===== config.mk =====
export PLATFORM = sky130hd
export DESIGN_NAME = wlsd_top
export DESIGN_NICKNAME = d
export VERILOG_FILES = /design/src/design/wlsd_pkg.sv /design/src/design/wlsd_top.sv
export VERILOG_INCLUDE_DIRS = /design/src /design/src/design
export SDC_FILE = /design/constraint.sdc
export NUM_CORES = 1
export LEC_CHECK = 0
export BUFFER_PORTS_ARGS = -buffer_cell sky130_fd_sc_hd__buf_2
export CORE_AREA = 2 2 224 226
export DETAILED_ROUTE_END_ITERATION = 12
export DIE_AREA = 0 0 226 228
export GPL_ROUTABILITY_DRIVEN = 1
export MAX_ROUTING_LAYER = met4
export SLEW_MARGIN = 20
export SYNTH_ARGS = -nofsm -noshare
export SYNTH_HDL_FRONTEND = slang
export SYNTH_SLANG_ARGS = --single-unit

===== constraint.sdc =====
create_clock -name i_clk -period 5.8 [get_ports i_clk]
set_input_delay 1.16 -clock i_clk [delete_from_list [all_inputs] [get_ports i_clk]]
set_output_delay 1.16 -clock i_clk [all_outputs]
set_load 0.01 [all_outputs]

===== src/design/wlsd_map.svh =====
// Register offsets, constants, widths and timing counts for the word line select decode block.
`ifndef WLSD_MAP_SVH
`define WLSD_MAP_SVH
`define WLSD_ADDR_W        16
`define WLSD_WORD_W        12
`define WLSD_HALF_W        6
`define WLSD_DIGIT_W       4
`define WLSD_DATA_W        36
`define WLSD_ROWS          8
`define WLSD_PKG_GROUPS    8
`define WLSD_DEC_OUTS      64
`define WLSD_CLK_HZ        50000000
`define WLSD_CARRIER_HZ    10000000
`define WLSD_CARRIER_HALF  ((`WLSD_CLK_HZ / `WLSD_CARRIER_HZ) / 2)
`define WLSD_OP_CYCLES     16
`define WLSD_REG_ADDR      4'h0
`define WLSD_REG_DATA      4'h1
`define WLSD_REG_CMD       4'h2
`define WLSD_REG_STATUS    4'h3
`define WLSD_CMD_READ_BIT  0
`define WLSD_CMD_WRITE_BIT 1
`define WLSD_ST_BUSY_BIT   0
`endif


===== src/design/wlsd_pkg.sv =====
// Types shared by the word line select decode block.
package wlsd_pkg;
  typedef enum logic [1:0] {
    WLSD_IDLE,
    WLSD_READ,
    WLSD_WRITE
  } wlsd_state_e;

  typedef struct packed {
    logic [7:0] row_pick;
    logic       group_pick_low;
    logic       group_pick_high;
  } wlsd_pkg_sel_s;

  typedef struct packed {
    logic [63:0] decode_a_output;
    logic [63:0] decode_b_output;
  } wlsd_decode_s;
endpackage : wlsd_pkg


===== src/design/wlsd_top.sv =====
// Word line select decode: interface registers, two-level word decode, carrier and digit drive.
`timescale 1ns/1ps
`include "wlsd_map.svh"

// Summary of operation
// - Three low bits decode to eight row picks
// - Fourth bit picks exactly one group line; here bit 3 feeds decoder A and group-high is never driven
// - Word current needs group, row and carrier
// - Package serves sixteen lines, two groups
// - Spare word outputs stay idle in use
// - Read drives carrier; digit returns double frequency
// - Read bit from phase against reference line
// - Write adds polarity digit pulse per bit
// - Address, command, shared data register
// - Address splits into word and digit fields
// - Two six-bit halves, identical 64 decoders
// - 256 packages, eight groups; first decoder rows
// - Next eight outputs feed next group
// - Second decoder outputs feed group-low inputs
// - Single source gated to exactly one line
// - Carrier routed to decoded word line
// - Digit matrix passes sense and write currents
module wlsd_top #(
  parameter int unsigned DATA_W   = `WLSD_DATA_W,
  parameter int unsigned DIGIT_W  = `WLSD_DIGIT_W,
  parameter int unsigned OP_CYC   = `WLSD_OP_CYCLES
) (
  input  wire logic                i_clk,
  input  wire logic                i_rst_n,
  input  wire logic [3:0]          i_addr,
  input  wire logic [63:0]         i_wdata,
  input  wire logic                i_wr,
  input  wire logic                i_rd,
  output logic      [63:0]         o_rdata,
  input  wire logic [DATA_W-1:0]   i_sense_phase,
  input  wire logic [DATA_W-1:0]   i_ref_phase,
  output wlsd_pkg::wlsd_decode_s   o_decode,
  output logic      [7:0]          o_row_pick_group [8],
  output logic      [63:0]         o_group_pick_low,
  output logic      [63:0]         o_group_pick_high,
  output logic                     o_carrier,
  output logic      [1:0]          o_spare_word_line,
  output logic      [DIGIT_W-1:0]  o_digit_select,
  output logic                     o_digit_sense_en,
  output logic                     o_digit_write_en,
  output logic      [DATA_W-1:0]   o_digit_polarity,
  output logic                     o_busy
);

  localparam int unsigned HALF_CNT = (`WLSD_CARRIER_HALF < 1) ? 1 : `WLSD_CARRIER_HALF;

  logic [`WLSD_ADDR_W-1:0] addr_reg;
  logic [DATA_W-1:0]       data_reg;
  wlsd_pkg::wlsd_state_e   state_reg;
  logic [7:0]              op_cnt_reg;
  logic [7:0]              hf_cnt_reg;
  logic                    carrier_reg;
  logic                    go_rd;
  logic                    go_wr;
  logic [`WLSD_WORD_W-1:0] word_addr;
  logic [DIGIT_W-1:0]      digit_addr;
  logic [63:0]             dec_a;

  // One-hot decode of a six-bit half; both halves share it.
  function automatic logic [63:0] wlsd_dec64(input logic [5:0] a);
    logic [63:0] v;
    v    = 64'h0;
    v[a] = 1'b1;
    return v;
  endfunction : wlsd_dec64

  assign word_addr  = addr_reg[`WLSD_WORD_W-1:0];
  assign digit_addr = addr_reg[`WLSD_WORD_W +: DIGIT_W];
  // A function result cannot be part-selected, so the first decoder lives on a net of its own.
  assign dec_a      = wlsd_dec64(word_addr[5:0]);
  assign go_rd = i_wr && (i_addr == `WLSD_REG_CMD) && i_wdata[`WLSD_CMD_READ_BIT];
  assign go_wr = i_wr && (i_addr == `WLSD_REG_CMD) && i_wdata[`WLSD_CMD_WRITE_BIT] &&
                 !i_wdata[`WLSD_CMD_READ_BIT];

  // Address is locked while busy so the selected line cannot move mid-operation.
  always_ff @(posedge i_clk or negedge i_rst_n) begin
    if (!i_rst_n) begin
      addr_reg <= 16'h0000;
    end else if (i_wr && (i_addr == `WLSD_REG_ADDR) && (state_reg == wlsd_pkg::WLSD_IDLE)) begin
      addr_reg <= i_wdata[`WLSD_ADDR_W-1:0];
    end
  end

  // Shared data register: host writes land here, and read bits overwrite it at the end of a read.
  always_ff @(posedge i_clk or negedge i_rst_n) begin
    if (!i_rst_n) begin
      data_reg <= '0;
    end else if ((state_reg == wlsd_pkg::WLSD_READ) && (op_cnt_reg == 8'h01)) begin
      data_reg <= i_sense_phase ^ i_ref_phase;
    end else if (i_wr && (i_addr == `WLSD_REG_DATA) && (state_reg == wlsd_pkg::WLSD_IDLE)) begin
      data_reg <= i_wdata[DATA_W-1:0];
    end
  end

  // Commands while busy are ignored; read wins if both bits are set.
  always_ff @(posedge i_clk or negedge i_rst_n) begin
    if (!i_rst_n) begin
      state_reg  <= wlsd_pkg::WLSD_IDLE;
      op_cnt_reg <= 8'h00;
    end else begin
      case (state_reg)
        wlsd_pkg::WLSD_IDLE: begin
          if (go_rd) begin
            state_reg  <= wlsd_pkg::WLSD_READ;
            op_cnt_reg <= OP_CYC[7:0];
          end else if (go_wr) begin
            state_reg  <= wlsd_pkg::WLSD_WRITE;
            op_cnt_reg <= OP_CYC[7:0];
          end
        end
        wlsd_pkg::WLSD_READ, wlsd_pkg::WLSD_WRITE: begin
          if (op_cnt_reg == 8'h01) begin
            state_reg  <= wlsd_pkg::WLSD_IDLE;
            op_cnt_reg <= 8'h00;
          end else begin
            op_cnt_reg <= op_cnt_reg - 8'h01;
          end
        end
        default: begin
          state_reg  <= wlsd_pkg::WLSD_IDLE;
          op_cnt_reg <= 8'h00;
        end
      endcase
    end
  end

  // Carrier toggles only during an operation; with a 50 MHz clock the half period rounds down to 2 cycles, so 10 MHz comes out as 12.5 MHz.
  always_ff @(posedge i_clk or negedge i_rst_n) begin
    if (!i_rst_n) begin
      hf_cnt_reg  <= 8'h00;
      carrier_reg <= 1'b0;
    end else if (state_reg == wlsd_pkg::WLSD_IDLE) begin
      hf_cnt_reg  <= 8'h00;
      carrier_reg <= 1'b0;
    end else if (hf_cnt_reg == HALF_CNT[7:0] - 8'h01) begin
      hf_cnt_reg  <= 8'h00;
      carrier_reg <= ~carrier_reg;
    end else begin
      hf_cnt_reg <= hf_cnt_reg + 8'h01;
    end
  end

  // Selects are registered from the locked address and cleared when idle.
  always_ff @(posedge i_clk or negedge i_rst_n) begin
    if (!i_rst_n) begin
      o_decode          <= '0;
      o_group_pick_low  <= 64'h0;
      o_group_pick_high <= 64'h0;
      o_carrier         <= 1'b0;
      o_spare_word_line <= 2'h0;
      for (int g = 0; g < `WLSD_PKG_GROUPS; g++) begin
        o_row_pick_group[g] <= 8'h00;
      end
    end else if (state_reg == wlsd_pkg::WLSD_IDLE) begin
      o_decode          <= '0;
      o_group_pick_low  <= 64'h0;
      o_group_pick_high <= 64'h0;
      o_carrier         <= 1'b0;
      o_spare_word_line <= 2'h0;
      for (int g = 0; g < `WLSD_PKG_GROUPS; g++) begin
        o_row_pick_group[g] <= 8'h00;
      end
    end else begin
      o_decode.decode_a_output <= wlsd_dec64(word_addr[5:0]);
      o_decode.decode_b_output <= wlsd_dec64(word_addr[11:6]);
      // Decoder A bits 0..2 are the row address, bit 3..5 pick the package group.
      for (int g = 0; g < `WLSD_PKG_GROUPS; g++) begin
        o_row_pick_group[g] <= dec_a[g*8 +: 8];
      end
      // Decoder B picks exactly one of the 64 group-low inputs across all package groups; group-high stays off.
      o_group_pick_low  <= wlsd_dec64(word_addr[11:6]);
      o_group_pick_high <= 64'h0;
      o_carrier         <= carrier_reg;
      o_spare_word_line <= 2'h0;
    end
  end

  always_ff @(posedge i_clk or negedge i_rst_n) begin
    if (!i_rst_n) begin
      o_digit_select   <= '0;
      o_digit_sense_en <= 1'b0;
      o_digit_write_en <= 1'b0;
      o_digit_polarity <= '0;
      o_busy           <= 1'b0;
    end else begin
      o_digit_select   <= (state_reg == wlsd_pkg::WLSD_IDLE) ? '0 : digit_addr;
      o_digit_sense_en <= (state_reg == wlsd_pkg::WLSD_READ);
      o_digit_write_en <= (state_reg == wlsd_pkg::WLSD_WRITE);
      o_digit_polarity <= (state_reg == wlsd_pkg::WLSD_WRITE) ? data_reg : '0;
      o_busy           <= (state_reg != wlsd_pkg::WLSD_IDLE);
    end
  end

  always_ff @(posedge i_clk or negedge i_rst_n) begin
    if (!i_rst_n) begin
      o_rdata <= 64'h0;
    end else if (i_rd) begin
      case (i_addr)
        `WLSD_REG_ADDR:   o_rdata <= {48'h0, addr_reg};
        `WLSD_REG_DATA:   o_rdata <= {{(64-DATA_W){1'b0}}, data_reg};
        `WLSD_REG_STATUS: o_rdata <= {63'h0, (state_reg != wlsd_pkg::WLSD_IDLE)};
        default:          o_rdata <= 64'h0;
      endcase
    end else begin
      o_rdata <= 64'h0;
    end
  end

endmodule : wlsd_top


* Word level (Yosys, flattened, before mapping)
Index checks and enable logic that the tools add are counted.
Storage, ports and cells: output and inout port bits 430, memory bits (read-only) 0, memory bits (writable) 0, bits in latches 0, word-level logic and storage cells 86, bits in registers 407, memories kept 0
Operators by class: shift-type cells 0, reduce and logical (&&, ||, !) cells 19, add/sub/neg operators 2, mux-type cells 26, equality and inequality tests 9, magnitude comparators 4, bitwise operators 2, multipliers 0, divide/modulo/power cells 0
Operator list (count):
- $mux 36 | 4
- $mux 128 | 1
- $mux 64 | 2
- $pmux 36 s3 | 1
- $mux 8 | 5
- $xor 36x36->36 | 1
- $eq 8x1->1 const B | 2
- $pmux 8 s2 | 1
- $lt 6x7->1 const B | 2
- $demux 1 s6 | 2
- $ge 6x1->1 const B | 2
- $logic_and 1x1->1 | 11
- $add 8x1->8 const B | 1
- $eq 4x2->1 const B | 2
- $sub 8x1->8 const B | 1
- $mux 2 | 3
- $reduce_bool 2->1 | 3
- $mux 1 | 5
- $eq 4x1->1 const B | 1
- $logic_not 4->1 | 1
- $mux 4 | 1
- $pmux 2 s2 | 1
- $ne 3x3->1 const B | 1
- $eq 2x1->1 const B | 1
- other kinds (7) | 7

* Logic depth before layout (Yosys ltp)
word-level depth 7, depth in mapped cells 8, depth with buffers taken out 6

* Worst setup path after synthesis
No wires, ideal clock.
path type input to register, start point input port i_addr[0], end point register addr_reg[10], slack 3.134 ns, library setup time 0.125 ns, stages 6, arrival 2.541 ns, cells stage by stage or3_1 > nor2_2 > and3_1 > buf_4 > buf_6 > mux2_2
On the way: longest elaborated chain between the ends 3
RTL lines:
- start: declaration | line wlsd_top.sv:30 | input wire logic [3:0] i_addr,
- $logic_not 4->1
- $logic_and 1x1->1 (2 in series) | line wlsd_top.sv:84 | end else if (i_wr && (i_addr == `WLSD_REG_ADDR) && (state_reg == wlsd_pkg::WLSD_IDLE)) begin
- end signal: assignment | line wlsd_top.sv:85 | addr_reg <= i_wdata[`WLSD_ADDR_W-1:0];
- end: declaration | line wlsd_top.sv:52 | logic [`WLSD_ADDR_W-1:0] addr_reg;
No other way between the ends. A chain may end at the register's enable or synchronous reset.

* Worst setup path after layout
start point input port i_addr[1], end point register data_reg[31]
On the way: longest elaborated chain between the ends 4
RTL lines:
- $eq 4x1->1
- $logic_and 1x1->1 (2 in series) | line wlsd_top.sv:95 | end else if (i_wr && (i_addr == `WLSD_REG_DATA) && (state_reg == wlsd_pkg::WLSD_IDLE)) begin
- $reduce_bool 2->1 (no line)
- end signal: assignment | line wlsd_top.sv:94 | data_reg <= i_sense_phase ^ i_ref_phase;
- end signal: assignment | line wlsd_top.sv:96 | data_reg <= i_wdata[DATA_W-1:0];
- end: declaration | line wlsd_top.sv:53 | logic [DATA_W-1:0] data_reg;
No other way between the ends.

==> metrics.txt <==
Worst Hold Class flop to flop; DP Wirelength 26400 µm; post-route ant nets 0; clk_lat worst skew 0.53 ns; syn_area_per_cell 11.2 µm²; commonest non-fill, non-tap cells in the layout 450 x buf_2, 279 x dfrtp_1, 197 x nor2_1; Hold-fix buffers, CTS 0; vias in the first global route 8113; CP endpoint data_reg[31]$_DFFE_PN0P_; NetSw 1800 µW; Setup Fix Bufs, Post-CTS 0; max_slew headroom 37.3%; Worst-Margin Slew 0.940 ns; clk sink count 279; FFs w/ async S/R, synth 100%; status finished clean; CP Class input port to flop; P per Cell Area 389 mW/mm²; minimum clock period 2.83 ns; CP max FO 21; most common cell after layout, fill and taps aside buf_2; R2R Path End data_reg[1]$_DFFE_PN0P_; VDD IR-drop max 166 µV; # setup viols final 0; placed instance count 2039; Final Hold Viols 0; Internal Power 3950 µW; Root Buffer clkbuf_16; CP Capture Type flop; cells along the critical path buf_2 > nor4b_4 > and3_2 > buf_4 > mux2i_1 > a21oi_1; Post-synth EDFFs 0; Pleak 0.00808 µW; CP Launch Point i_addr[1]; TritonCTS clock tree done; area grow syn2layout 22.6%; max cap viols 0; combinational share of power 19.4%; Die X 226 µm; r2r setup slk 3.35 ns; crit share post-route 48.8%; Vias/cell 3.96; total wire length 35600 µm; max FFs per register 63; area of the core 0.0493 mm²; Final WS setup 2.97 ns; Total GRT Usage 13.7%; die area 0.0515 mm²; GPL Wtd Cong 0.791; initial antenna violation count 0; Top Registers o_group_pick_low x63, o_row_pick_group x56; Die Span Y 228 µm; Largest Register o_group_pick_low; Synth Warn # 0; Primary FF master, synth dfrtp_1; FP Rows 82; H-Tree Depth 2; clk buf depth 3; RSZ-0062 raised after global routing false; max-slew violations 0; Critical Path Max Stage Delay 0.77 ns; largest net degree at the start of global routing 160; clock slew at reported path FFs 0.05 ns; Port-buffer cells 451; Avg WL per Cell 16.9 µm; Seq/Total Area, Yosys 57.9%; layout cells sized above 1 38.1%; Final Non-Filler Cells 2098; Seq pwr share 44.2%; number of remaining DRC errors 0; Crit path required time 6.17 ns; Vias 8313; DRT iter0 DRCs 393; Distinct cells, synth 39; final core occ 30.0%; Layout Skew 0.0244 ns; Mapped Area 0.0121 mm²; post-route setup TNS 0 ns; Slowest cell on crit path and3_2; Sw Ratio 31.3%; FF-to-FF Start op_cnt_reg[1]$_DFFE_PN0P_; R2R cell count 7; grt ovf 0; I/O Pins 574; Clk network pwr share 36.3%; post-CTS sizing 0; CP Launch Type input port; arrival time at the worst endpoint 3.20 ns; first-pass GRT wire length 51000 µm; max frequency 0.353 GHz; DR pass1 iterations 5; total CTS buffers 34; Post-Synthesis Cells 1077; #FFs+latches synth 279; Setup WS pre-CTS 2.40 ns; Initial Utilization 24.5%; Nets 1555
-- final cells by class --
cell class	instances	area, µm²
inverter	8	30.0
tap	672	841
fill	5066	34600
sequential	279	6980
clock inverter	14	151
multi-input combinational	620	3480
clock buffer	44	958
timing repair buffer	460	2350
antenna	1	2.50
-- worst min-delay path by stage --
stage,startpoint,to,depth (start not counted)
2_1_floorplan,hf_cnt_reg[0]$_DFF_PN0_,hf_cnt_reg[0]$_DFF_PN0_,1
3_3_place_gp,data_reg[33]$_DFFE_PN0P_,o_digit_polarity[33]$_DFF_PN0_,1
3_5_place_dp,data_reg[31]$_DFFE_PN0P_,o_digit_polarity[31]$_DFF_PN0_,1
4_1_cts,hf_cnt_reg[0]$_DFF_PN0_,hf_cnt_reg[0]$_DFF_PN0_,1
5_1_grt,data_reg[31]$_DFFE_PN0P_,o_digit_polarity[31]$_DFF_PN0_,1
6_report,hf_cnt_reg[0]$_DFF_PN0_,hf_cnt_reg[0]$_DFF_PN0_,1
-- through the flow --
| stage | hold slack [ns] | power (µW) | cell area (µm²) |
|---|---|---|---|
| 6_report | 0.492 | 5760 | 14800 |
| 5_1_grt | 0.514 | 6070 | 14800 |
| 3_3_place_gp | 0.480 | 3690 | 13700 |
| 4_1_cts | 0.495 | 5850 | 14800 |
| 2_1_floorplan | 0.461 | 3280 | 12400 |
| 3_5_place_dp | 0.488 | 3720 | 13700 |
-- metal layers --
layer	track usage, %	vias up	part of all wire, %
met4	4.08	0	1.9
li1	-	3813	-
met2	23.9	367	51
met3	2.79	41	6.2
met5	-	-	0
met1	15.8	4092	41
-- worst max-delay path: cells and delay by family --
family,cells,cell delay (ns)
AOI/OAI and AO/OA,1,0.08
buffers and inverters,2,0.61
muxes,1,0.25
and+or+nand+nor,2,1.08
-- cells by family after synthesis --
family | after synthesis | share of synthesized area [%]
muxes | 54 | 4.66
DFF | 279 | 57.9
and+or+nand+nor | 348 | 13.6
AOI/OAI and AO/OA | 72 | 3.56
other | 1 | 0.0311
buffers and inverters | 271 | 16.2
adders and majority gates | 8 | 0.830
xor gates and xnor gates | 44 | 3.19
-- Yosys cell counts, types with 9 or more instances --
| master | n | area share, % |
|---|---|---|
| nand2_1 | 25 | 0.78 |
| nor2b_1 | 15 | 0.78 |
| mux2i_1 | 37 | 3.1 |
| buf_6 | 9 | 0.84 |
| clkbuf_1 | 26 | 0.81 |
| and3_1 | 24 | 1.2 |
| xor2_1 | 40 | 2.9 |
| nor2_1 | 197 | 6.1 |
| buf_4 | 224 | 14 |
| mux2_2 | 17 | 1.6 |
| nand3_1 | 11 | 0.46 |
| a22oi_1 | 15 | 0.93 |
| a21oi_1 | 37 | 1.5 |
| o21ai_0 | 10 | 0.41 |
| and2_1 | 36 | 1.9 |
| dfrtp_1 | 279 | 58 |
-- power groups by stage --
stage / Clock [µW] / Sequential, µW / Combinational [µW]
6_report: 2090 / 2550 / 1120
3_3_place_gp: 0 / 2570 / 1120
5_1_grt: 2240 / 2600 / 1230
2_1_floorplan: 0 / 2490 / 788
3_5_place_dp: 0 / 2580 / 1140
4_1_cts: 2160 / 2550 / 1140
No activity file was read; power rests on OpenSTA's default activity.
